`config.mk`:
```
export PLATFORM = sky130hd
export DESIGN_NAME = coproc_busy_null_primitive_handler
export DESIGN_NICKNAME = d
export VERILOG_FILES = /design/src/hw/resp_decode.v /design/src/hw/sync3.v /design/src/hw/coproc_busy_null_primitive_handler.v
export VERILOG_INCLUDE_DIRS = /design/src /design/src/hw
export SDC_FILE = /design/constraint.sdc
export NUM_CORES = 1
export LEC_CHECK = 0
export BUFFER_PORTS_ARGS = -buffer_cell sky130_fd_sc_hd__buf_2
export CAP_MARGIN = 20
export CELL_PAD_IN_SITES_DETAIL_PLACEMENT = 0
export CELL_PAD_IN_SITES_GLOBAL_PLACEMENT = 1
export CORE_MARGIN = 1.5
export CORE_UTILIZATION = 42
export DETAILED_ROUTE_END_ITERATION = 8
export PLACE_DENSITY_LB_ADDON = 0.1
export SYNTH_ARGS = -nofsm -noshare
export SYNTH_HDL_FRONTEND = slang
export SYNTH_HIERARCHICAL = 1
export SYNTH_SLANG_ARGS = --single-unit
```
`constraint.sdc`:
```
create_clock -name ref_clk_in -period 7.3 [get_ports ref_clk_in]
set_input_delay 0.73 -clock ref_clk_in [delete_from_list [all_inputs] [get_ports ref_clk_in]]
set_output_delay 0.73 -clock ref_clk_in [all_outputs]
set_load 0.1 [all_outputs]
```
`src/hw/cp_resp_defs.vh`:
```
`ifndef CP_RESP_DEFS_VH
`define CP_RESP_DEFS_VH

// Response word layout
`define RESP_W 16
`define RESP_BIT_CA 15
`define RESP_BIT_PC 4
`define RESP_BIT_IA 8
`define RESP_BIT_PF 1
`define RESP_BIT_TF 0
// Primitive type field, bits 12..9; bit 8 and 7..0 checked separately
`define RESP_TYPE_HI 12
`define RESP_TYPE_LO 9
// Type field values; the field width is four bits
`define RESP_TYPE_NULL 4'h0
`define RESP_TYPE_BUSY 4'h2

// Register map of the plain register port
`define REG_AW 4
`define REG_CTRL 4'h0
`define REG_STATUS 4'h4
`define REG_LAST_RESP 4'h8
`define REG_COUNT 4'hC

// Control field positions
`define CTRL_BIT_ENABLE 0
`define CTRL_RST_VAL 8'h01

// Action codes reported in bits 10..8 of the status register
`define ACT_W 3
`define ACT_NONE 3'h0
`define ACT_REREAD 3'h1
`define ACT_IRQ_REREAD 3'h2
`define ACT_IRQ_RESTART 3'h3
`define ACT_DONE 3'h4
`define ACT_TRACE 3'h5
`define ACT_UNKNOWN 3'h6

`endif

```
`src/hw/resp_decode.v`:
```
`timescale 1ns/100ps
`include "cp_resp_defs.vh"

// Pure decode of a response word into its flags
module resp_decode (
    input wire [`RESP_W-1:0] word_in,
    output wire is_null_out,
    output wire is_busy_out,
    output wire come_again_flag_out,
    output wire pass_counter_flag_out,
    output wire interrupts_allowed_flag_out,
    output wire processing_finished_flag_out,
    output wire condition_result_flag_out
);
    wire [3:0] kind;
    assign kind = word_in[`RESP_TYPE_HI:`RESP_TYPE_LO];
    // Bits 15, 8, 1 and 0 are not part of the type for the null primitive
    // Bit 4 is the pass-counter flag, so a null word may carry it
    assign is_null_out = (kind == `RESP_TYPE_NULL) && (word_in[7:5] == 3'h0)
        && (word_in[3:2] == 2'h0) && (word_in[14:13] == 2'h0);
    assign is_busy_out = (kind == `RESP_TYPE_BUSY) && (word_in[8:5] == 4'h0)
        && (word_in[3:0] == 4'h0);
    assign come_again_flag_out = word_in[`RESP_BIT_CA];
    assign pass_counter_flag_out = word_in[`RESP_BIT_PC];
    assign interrupts_allowed_flag_out = word_in[`RESP_BIT_IA];
    assign processing_finished_flag_out = word_in[`RESP_BIT_PF];
    assign condition_result_flag_out = word_in[`RESP_BIT_TF];
endmodule // resp_decode

```
`src/hw/sync3.v`:
```
`timescale 1ns/100ps

// Three-stage synchroniser; change accepted when stages two and three agree
module sync3 (
    input wire ref_clk_in,
    input wire rst_in,
    input wire d_in,
    output wire q_out
);
    reg s1_ff;
    reg s2_ff;
    reg s3_ff;
    reg q_ff;
    always @(posedge ref_clk_in or posedge rst_in) begin
        if (rst_in) begin
            s1_ff <= 1'b0;
            s2_ff <= 1'b0;
            s3_ff <= 1'b0;
            q_ff <= 1'b0;
        end else begin
            s1_ff <= d_in;
            s2_ff <= s1_ff;
            s3_ff <= s2_ff;
            if (s2_ff == s3_ff) begin
                q_ff <= s3_ff;
            end
        end
    end
    assign q_out = q_ff;
endmodule // sync3

```
`src/hw/coproc_busy_null_primitive_handler.v`:
```
// Implementation choices: the address-and-strobe port and the address map.
`timescale 1ns/100ps
`include "cp_resp_defs.vh"

module coproc_busy_null_primitive_handler #(
    parameter ADDR_W = 32
) (
    input wire ref_clk_in,
    input wire rst_in,
    // Instruction start from the core
    input wire start_in,
    input wire conditional_in,
    input wire from_breakpoint_in,
    input wire [ADDR_W-1:0] program_counter_in,
    // Core status levels
    input wire trace_pending_in,
    input wire irq_pending_in,
    input wire irq_done_in,
    // Response register access toward the coprocessor
    output wire resp_read_out,
    input wire resp_valid_in,
    input wire [`RESP_W-1:0] coprocessor_interface_register_in,
    output reg pc_write_out,
    output reg [ADDR_W-1:0] pc_data_out,
    // Decisions toward the core
    output reg irq_service_out,
    output reg irq_midinstr_frame_out,
    output reg restart_out,
    output reg repeat_bkpt_ack_out,
    output reg done_out,
    output reg cond_true_out,
    output reg trace_out,
    output reg other_prim_out,
    output reg [`RESP_W-1:0] other_word_out,
    // Plain register port
    input wire [`REG_AW-1:0] reg_addr_in,
    input wire [31:0] reg_wdata_in,
    input wire reg_wr_in,
    input wire reg_rd_in,
    output reg [31:0] reg_rdata_out
);

////////////////////////////////////////////////////////////////////////////////
    localparam [5:0] S_IDLE = 6'b000001;
    localparam [5:0] S_READ = 6'b000010;
    localparam [5:0] S_EVAL = 6'b000100;
    localparam [5:0] S_IRQ = 6'b001000;
    localparam [5:0] S_PASS = 6'b010000;
    localparam [5:0] S_END = 6'b100000;

    reg [5:0] state_ff;
    reg [5:0] nxt_state;
    reg [`RESP_W-1:0] resp_ff;
    reg [`RESP_W-1:0] nxt_resp;
    reg cond_ff;
    reg bkpt_ff;
    reg restart_after_irq_ff;
    reg nxt_restart_after_irq;
    reg [7:0] ctrl_ff;
    reg [15:0] count_ff;
    reg [`ACT_W-1:0] act_ff;
    reg [`ACT_W-1:0] nxt_act;
    reg nxt_pc_write;
    reg nxt_irq_service;
    reg nxt_midframe;
    reg nxt_restart;
    reg nxt_bkpt;
    reg nxt_done;
    reg nxt_true;
    reg nxt_trace;
    reg nxt_other;

    wire is_null;
    wire is_busy;
    wire ca;
    wire pcf;
    wire ia;
    wire pf;
    wire tf;
    wire enable;
    wire irq_done_s;
    wire trace_s;
    wire resp_taken;

    // Disabled block ignores start but finishes a running dialogue
    assign enable = ctrl_ff[`CTRL_BIT_ENABLE];
    assign resp_taken = (state_ff == S_READ) && resp_valid_in;

    resp_decode u_dec (
        .word_in(resp_ff),
        .is_null_out(is_null),
        .is_busy_out(is_busy),
        .come_again_flag_out(ca),
        .pass_counter_flag_out(pcf),
        .interrupts_allowed_flag_out(ia),
        .processing_finished_flag_out(pf),
        .condition_result_flag_out(tf)
    );

    // Interrupt acknowledge from the exception unit is asynchronous here
    sync3 u_irq_sync (
        .ref_clk_in(ref_clk_in),
        .rst_in(rst_in),
        .d_in(irq_done_in),
        .q_out(irq_done_s)
    );
    // Trace bit may come from another domain too
    sync3 u_trace_sync (
        .ref_clk_in(ref_clk_in),
        .rst_in(rst_in),
        .d_in(trace_pending_in),
        .q_out(trace_s)
    );

    // one read per word relies on holding
    assign resp_read_out = (state_ff == S_READ);

////////////////////////////////////////////////////////////////////////////////
    always @* begin
        nxt_state = state_ff;
        nxt_resp = resp_ff;
        nxt_act = act_ff;
        nxt_restart_after_irq = restart_after_irq_ff;
        nxt_pc_write = 1'b0;
        nxt_irq_service = 1'b0;
        nxt_midframe = 1'b0;
        nxt_restart = 1'b0;
        nxt_bkpt = 1'b0;
        nxt_done = 1'b0;
        nxt_true = 1'b0;
        nxt_trace = 1'b0;
        nxt_other = 1'b0;
        case (state_ff)
            S_IDLE: begin
                if (start_in && enable) begin
                    nxt_state = S_READ;
                end
            end
            S_READ: begin
                if (resp_valid_in) begin
                    nxt_resp = coprocessor_interface_register_in;
                    nxt_state = S_PASS;
                end
            end
            S_PASS: begin
                if (is_busy || is_null) begin
                    if (resp_ff[`RESP_BIT_PC]) begin
                        nxt_pc_write = 1'b1;
                        nxt_resp = resp_ff & ~(16'h0001 << `RESP_BIT_PC);
                    end
                end else if (pcf) begin
                    // Unknown primitive still passes the counter first
                    nxt_pc_write = 1'b1;
                end
                nxt_state = S_EVAL;
            end
            S_EVAL: begin
                // Default is a reread; every ending branch overrides it
                nxt_state = S_READ;
                if (is_busy) begin
                    // busy assumed before any visible change
                    nxt_act = `ACT_IRQ_RESTART;
                    nxt_restart_after_irq = 1'b1;
                    if (irq_pending_in) begin
                        nxt_irq_service = 1'b1;
                        nxt_state = S_IRQ;
                    end else begin
                        nxt_restart = 1'b1;
                        nxt_state = S_IDLE;
                    end
                end else if (!is_null) begin
                    nxt_act = `ACT_UNKNOWN;
                    nxt_other = 1'b1;
                    nxt_state = S_IDLE;
                end else if (ca) begin
                    nxt_restart_after_irq = 1'b0;
                    if (ia && irq_pending_in) begin
                        nxt_act = `ACT_IRQ_REREAD;
                        nxt_irq_service = 1'b1;
                        nxt_midframe = 1'b1;
                        nxt_state = S_IRQ;
                    end else begin
                        nxt_act = `ACT_REREAD;
                    end
                end else if (cond_ff) begin
                    nxt_act = `ACT_DONE;
                    nxt_done = 1'b1;
                    nxt_true = tf;
                    nxt_state = S_END;
                end else if (pf) begin
                    nxt_act = `ACT_DONE;
                    nxt_done = 1'b1;
                    nxt_trace = trace_s;
                    nxt_state = S_END;
                end else if (trace_s) begin
                    nxt_restart_after_irq = 1'b0;
                    nxt_act = `ACT_REREAD;
                    if (ia && irq_pending_in) begin
                        nxt_act = `ACT_IRQ_REREAD;
                        nxt_irq_service = 1'b1;
                        nxt_midframe = 1'b1;
                        nxt_state = S_IRQ;
                    end
                end else begin
                    nxt_act = `ACT_DONE;
                    nxt_done = 1'b1;
                    nxt_state = S_END;
                end
            end
            S_IRQ: begin
                // Level wait; a done still high from before lets this pass early
                if (irq_done_s) begin
                    if (restart_after_irq_ff) begin
                        nxt_restart = 1'b1;
                        nxt_bkpt = bkpt_ff;
                        nxt_state = S_IDLE;
                    end else begin
                        nxt_state = S_READ;
                    end
                end
            end
            S_END: begin
                nxt_state = S_IDLE;
            end
            default: begin
                nxt_state = S_IDLE;
            end
        endcase
    end

////////////////////////////////////////////////////////////////////////////////
    always @(posedge ref_clk_in or posedge rst_in) begin
        if (rst_in) begin
            state_ff <= S_IDLE;
            resp_ff <= 16'h0000;
            cond_ff <= 1'b0;
            bkpt_ff <= 1'b0;
            restart_after_irq_ff <= 1'b0;
            act_ff <= `ACT_NONE;
            pc_write_out <= 1'b0;
            pc_data_out <= {ADDR_W{1'b0}};
            irq_service_out <= 1'b0;
            irq_midinstr_frame_out <= 1'b0;
            restart_out <= 1'b0;
            repeat_bkpt_ack_out <= 1'b0;
            done_out <= 1'b0;
            cond_true_out <= 1'b0;
            trace_out <= 1'b0;
            other_prim_out <= 1'b0;
            other_word_out <= 16'h0000;
        end else begin
            state_ff <= nxt_state;
            resp_ff <= nxt_resp;
            act_ff <= nxt_act;
            restart_after_irq_ff <= nxt_restart_after_irq;
            if (state_ff == S_IDLE && start_in && enable) begin
                cond_ff <= conditional_in;
                bkpt_ff <= from_breakpoint_in;
            end
            pc_write_out <= nxt_pc_write;
            if (nxt_pc_write) begin
                pc_data_out <= program_counter_in;
            end
            irq_service_out <= nxt_irq_service;
            irq_midinstr_frame_out <= nxt_midframe;
            restart_out <= nxt_restart;
            repeat_bkpt_ack_out <= nxt_bkpt;
            done_out <= nxt_done;
            cond_true_out <= nxt_true;
            trace_out <= nxt_trace;
            other_prim_out <= nxt_other;
            if (nxt_other) begin
                // Kept for the core's fault handler
                other_word_out <= resp_ff;
            end
        end
    end

////////////////////////////////////////////////////////////////////////////////
    // Count of responses read; wraps silently
    always @(posedge ref_clk_in or posedge rst_in) begin
        if (rst_in) begin
            ctrl_ff <= `CTRL_RST_VAL;
            count_ff <= 16'h0000;
            reg_rdata_out <= 32'h00000000;
        end else begin
            if (reg_wr_in && reg_addr_in == `REG_CTRL) begin
                ctrl_ff <= reg_wdata_in[7:0];
            end
            // Clear and a word taken in one cycle: the word still counts
            if (reg_wr_in && reg_addr_in == `REG_COUNT) begin
                count_ff <= {15'h0000, resp_taken};
            end else if (resp_taken) begin
                count_ff <= count_ff + 16'h0001;
            end
            reg_rdata_out <= 32'h00000000;
            if (reg_rd_in) begin
                case (reg_addr_in)
                    `REG_CTRL: reg_rdata_out <= {24'h000000, ctrl_ff};
                    `REG_STATUS: reg_rdata_out <= {21'h000000, act_ff, 2'h0, state_ff};
                    `REG_LAST_RESP: reg_rdata_out <= {16'h0000, resp_ff};
                    `REG_COUNT: reg_rdata_out <= {16'h0000, count_ff};
                    default: reg_rdata_out <= 32'h00000000;
                endcase
            end
        end
    end
endmodule // coproc_busy_null_primitive_handler

```
### Yosys cells after proc, flatten, opt, wreduce, memory -nomap -nowiden

Cells that the tools add are included.

* $add $sub $neg: 1
* multiplexer cells: 75
* equal/unequal tests: 17
* reductions and logical operators: 28
* bitwise operators: 1

Operators by type and width (count)
* 16-bit two-way mux: 4
* 16-bit one-hot mux with 4 select lines: 1
* 6-bit two-way mux: 9
* 1-bit two-way mux: 47
* 16-bit one-hot mux with 2 select lines: 1
* 6-bit one-hot mux with 5 select lines: 1
* 3-bit two-way mux: 6
* 16-bit by 1-bit adder with 16-bit output, second input constant: 1
* 4-bit zero test: 4
* 1-bit logical AND: 12
* 3-bit AND reduction: 3
* 4-bit equality test, second input constant: 2
* 4-bit two-way mux: 2
* 6-bit by 1-bit equality test with 1-bit output, second input constant: 1
* 6-bit by 2-bit equality test with 1-bit output, second input constant: 1
* 6-bit by 3-bit equality test with 1-bit output, second input constant: 1
* 6-bit by 4-bit equality test with 1-bit output, second input constant: 1
* 6-bit by 5-bit equality test with 1-bit output, second input constant: 1
* 2-bit nonzero test: 3
* 5-bit two-way mux: 1
* 5-bit AND reduction: 1
* 4-bit by 2-bit equality test with 1-bit output, second input constant: 1
* 4-bit by 3-bit equality test with 1-bit output, second input constant: 1
* 2-bit zero test: 2
* other kinds (11): 15

* bits in registers: 149
* output and inout bits: 90
* input bits: 95

### Logic depth before layout (Yosys ltp)

* depth in word-level cells: 9
* depth in mapped cells: 9
* depth with buffers taken out: 6

### Hierarchy

Netlist, hierarchy kept.

Modules (own cells, without submodules)
* coproc_busy_null_primitive_handler: cells an instance 458, times used 1, seq. area each 3130.5 µm², area an instance 5400.2 µm²
* sync3: cells an instance 6, times used 2, seq. area each 100.1 µm², area an instance 115.1 µm²
* resp_decode: cells an instance 11, times used 1, seq. area each 0.0 µm², area an instance 82.6 µm²

### Least setup slack after synthesis

No wires, ideal clock.

* path kind: flip-flop to flip-flop
* from: register resp_ff[3] (netlist name)
* to: register pc_data_out[10]
* stages on the path, launching flop included: 10
* required time: 7.174 ns
* buffers on the path: 3
* arrival time: 2.341 ns
* path slack: 4.833 ns
* setup time: 0.126 ns
* cell sequence: dfrtp_1 -> or4_4 -> nor3_1 -> clkbuf_1 -> nor2_1 -> nand2_1 -> a21o_1 -> buf_2 -> buf_2 -> mux2_2

RTL lines
* end signal: assignment: line coproc_busy_null_primitive_handler.v:241 `pc_data_out <= {ADDR_W{1'b0}};`
* end signal: assignment: line coproc_busy_null_primitive_handler.v:262 `pc_data_out <= program_counter_in;`
* end: declaration: line coproc_busy_null_primitive_handler.v:24 `output reg [ADDR_W-1:0] pc_data_out,`

### Worst setup path in the final report

* from: register state_ff[3]
* to: output resp_read_out

* word-level cells in the longest chain between the ends: 1

Ends and longest elaborated chain
* start: declaration: line coproc_busy_null_primitive_handler.v:51 `reg [5:0] state_ff;`
* start signal: assignment: line coproc_busy_null_primitive_handler.v:252 `state_ff <= nxt_state;`
* 6-bit by 2-bit equality test with 1-bit output: line coproc_busy_null_primitive_handler.v:116 `assign resp_read_out = (state_ff == S_READ);`
* end: declaration: line coproc_busy_null_primitive_handler.v:20 `output wire resp_read_out,`

Every way passes these cells.

==> metrics.md <==
| Metric | Value |
|---|---|
| Post_cts resized | `0` |
| Number of global-route vias before repair | `4138` |
| Setup Buffers After CTS | `0` |
| DP Area | `6480 µm²` |
| # rows | `42` |
| Port Buffers | `144` |
| Synthesized instance count | `481` |
| CTS Root Buffer Type | `clkbuf_16` |
| Fillers | `1222` |
| Synthesis-to-finish area growth | `23.26%` |
| Area leader, netlist | `dfrtp_1` |
| CP Launch Type | `register` |
| Critical path cell sequence | `nor4_4 -> nand2_1 -> inv_1 -> buf_2` |
| Run status | `completed` |
| Clock sinks | `133` |
| Synth cell types | `54` |
| Hold_ws | `0.2324 ns` |
| Most frequent cells in the layout | `144 x buf_2, 131 x dfrtp_1, 59 x mux2_2, 55 x nand2_1, 27 x a21oi_1` |
| DRT Pass-1 Iters | `5` |
| Final hold violations | `0` |
| Worst-path fanout max | `10` |
| Period utilisation layout | `40.00%` |
| Setup CP Type | `reg -> out` |
| Worst hold path class | `in -> async` |
| Worst path required time | `6.57 ns` |
| Max-cap violations | `0` |
| Commonest non-fill, non-tap cell in the layout | `buf_2` |
| ANT cells | `0` |
| Slew HR | `38.65%` |
| Setup violators final | `0` |
| Post-synth EDFFs | `0` |
| CP top delay family | `simple AND/OR/NAND/NOR gates` |
| Synth top area cells | `dfrtp_1 57%, mux2_2 12%, nand2_1 3.6%` |
| Largest net degree at the start of global routing | `74` |
| TNS Setup | `0 ns` |
| Syn Std Cell Area | `5713 µm²` |
| Drt via density | `5.200` |
| Die W | `119.6 µm` |
| Routed wire length | `13750 µm` |
| Fraction of registers with async set/reset | `100.0%` |
| DP HPWL | `9759 µm` |
| P per Cell Area | `306.5 nW/µm²` |
| Synth Warn # | `6` |
| Clock slew at reported path FFs | `0.06 ns` |
| Layout cells sized above 1 | `39.62%` |
| RSZ-0062 raised after global routing | `no` |
| Yosys top cell area share | `57.38%` |
| Maximum clock path buffer count | `2` |
| Initial antenna violation count | `0` |
| Fmax | `342.4 MHz` |
| Avg WL per Cell | `17.03 µm` |
| Synthesized flop and latch total | `133` |
| Die Y | `119.6 µm` |
| Worst Max-Slew Pin Slew | `0.9127 ns` |
| Critical path data arrival time | `2.19 ns` |
| Top FF cell, synth | `dfrtp_1` |
| Core area | `13240 µm²` |
| IO Pins | `185` |
| H-tree depth | `4` |
| Clock Skew | `0.007031 ns` |
| Slowest-stage cell, CP | `nor4_4` |
| ANT nets after route | `0` |
| Min Clock Period, post-route | `2.920 ns` |
| Fin nets | `717` |
| Total gr overflow | `0` |
| Full die area | `14310 µm²` |
| Register area share after synthesis | `58.30%` |
| Final Max Slew Viols | `0` |
| Worst skew pair latency | `0.41 ns` |
| Final instance area | `7042 µm²` |
| DRC | `0` |
| Initial Utilization | `43.14%` |
| CTS buffer count | `17` |
| Worst Setup End Kind | `output pin` |
| Number of DRC markers in iteration 0 | `220` |
| Total GRT Usage | `20.07%` |
| Max incr delay on CP | `0.54 ns` |
| Worst VDD drop | `0.1334 mV` |
| Hold-fix buffers, CTS | `0` |
| Syn_area_per_cell | `11.88 µm²` |
| CTS tree | `built` |
| Vias | `4196` |
| Placer congestion estimate | `0.8090` |
| First-pass GRT wire length | `21930 µm` |
| Worst path bufs/invs | `2` |
| Leakage power | `3.445 nW` |
-- worst register-to-register path: stages (launching register included) --
cell	delay, ns
dfrtp_1	0.42
or4_1	0.57
nor3_1	0.65
nor2_1	0.17
nand2_1	0.11
a21o_1	0.10
buf_4	0.37
mux2_2	0.41
-- routing by layer --
metal | routed length [µm] | vias to the layer above | track usage (%) | part of all wire [%]
met5 | 0 | - | 0 | 0
met4 | 182 | 0 | 6.473 | 1.3
met3 | 997 | 13 | 6.321 | 7.3
met2 | 6517 | 141 | 30.14 | 47
met1 | 6047 | 2084 | 27.77 | 44
li1 | - | 1958 | - | -
-- kinds of logic after synthesis --
family / synth area share (%)
simple gates: 13.91
xor+xnor: 0.6133
fa+ha+maj: 0.6132
buf+inv: 5.563
compound gates: 8.958
other cells: 0.06564
flops: 58.30
mux: 11.98
-- synthesized netlist by cell type (2+ instances only) --
cell type and count:
a21oi_1 27, a22oi_1 24, and3_1 3, buf_2 8, buf_4 22, buf_6 3, clkbuf_1 10, dfrtp_1 131
dfstp_2 2, inv_1 10, maj3_2 2, mux2_2 59, mux2i_1 2, nand2_1 55, nand2b_1 2, nand3_1 20
nand3b_1 3, nand4_1 3, nor2_1 19, nor2b_1 2, nor3_1 8, nor4_2 2, nor4b_2 2, nor4bb_1 2
o21ai_0 9, o31ai_1 9, or3_1 5, or4_1 9, xor2_1 3
-- per-stage QoR --
step / setup slack [ns] / power [mW] / cells / util (%)
CTS: 4.354 / 2.177 / 807 / 53.17
global route: 4.183 / 2.256 / 807 / 53.17
finish: 4.380 / 2.159 / 807 / 53.17
floorplan: 3.246 / 1.268 / 496 / -
detailed placement: 4.416 / 1.368 / 778 / 48.93
global placement: 4.430 / 1.359 / 778 / 48.93
-- worst paths after layout --
kind,from,endpoint,slack (ns),cells past startpoint
max,state_ff[3]$_DFFE_PP0P_,resp_read_out,4.38,4
min,rst_in,u_trace_sync/q_out$_DFFE_PP0N_,0.23,2
max reg2reg,resp_ff[9]$_DFFE_PP0P_,pc_data_out[18]$_DFFE_PP0P_,4.38,7
min reg2reg,u_irq_sync/s1_ff$_DFF_PP0_,u_irq_sync/s2_ff$_DFF_PP0_,0.35,0
max in group asynchronous,rst_in,resp_ff[2]$_DFFE_PP0P_,5.49,3
min in group ref_clk_in,u_irq_sync/s1_ff$_DFF_PP0_,u_irq_sync/s2_ff$_DFF_PP0_,0.35,0
-- layout make-up --
cell class                 instances  area [µm²]  share of cell area [%]
multi-input combinational        309        2127                   30.21
inverter                          11       43.79                  0.6219
clock inverter                     3       42.54                  0.6041
tap                              176       220.2                   3.127
timing repair buffer             149       758.2                   10.77
sequential                       133        3331                   47.30
clock buffer                      26       519.2                   7.374
-- report_power, final --
group,switching (mW),internal [mW],total [mW]
Sequential,0.108,0.831,0.939
Combinational,0.299,0.119,0.418
Clock,0.285,0.517,0.802
Total,0.692,1.47,2.16
-- flip-flops by register name, summed over array words and instances, names as in the netlist, 3 cells and up --
signal,flops
count_ff,16
pc_data_out,32
other_word_out,16
ctrl_ff,8
act_ff,3
state_ff,6
resp_ff,16
reg_rdata_out,16
(Power assumes the default switching activity.)
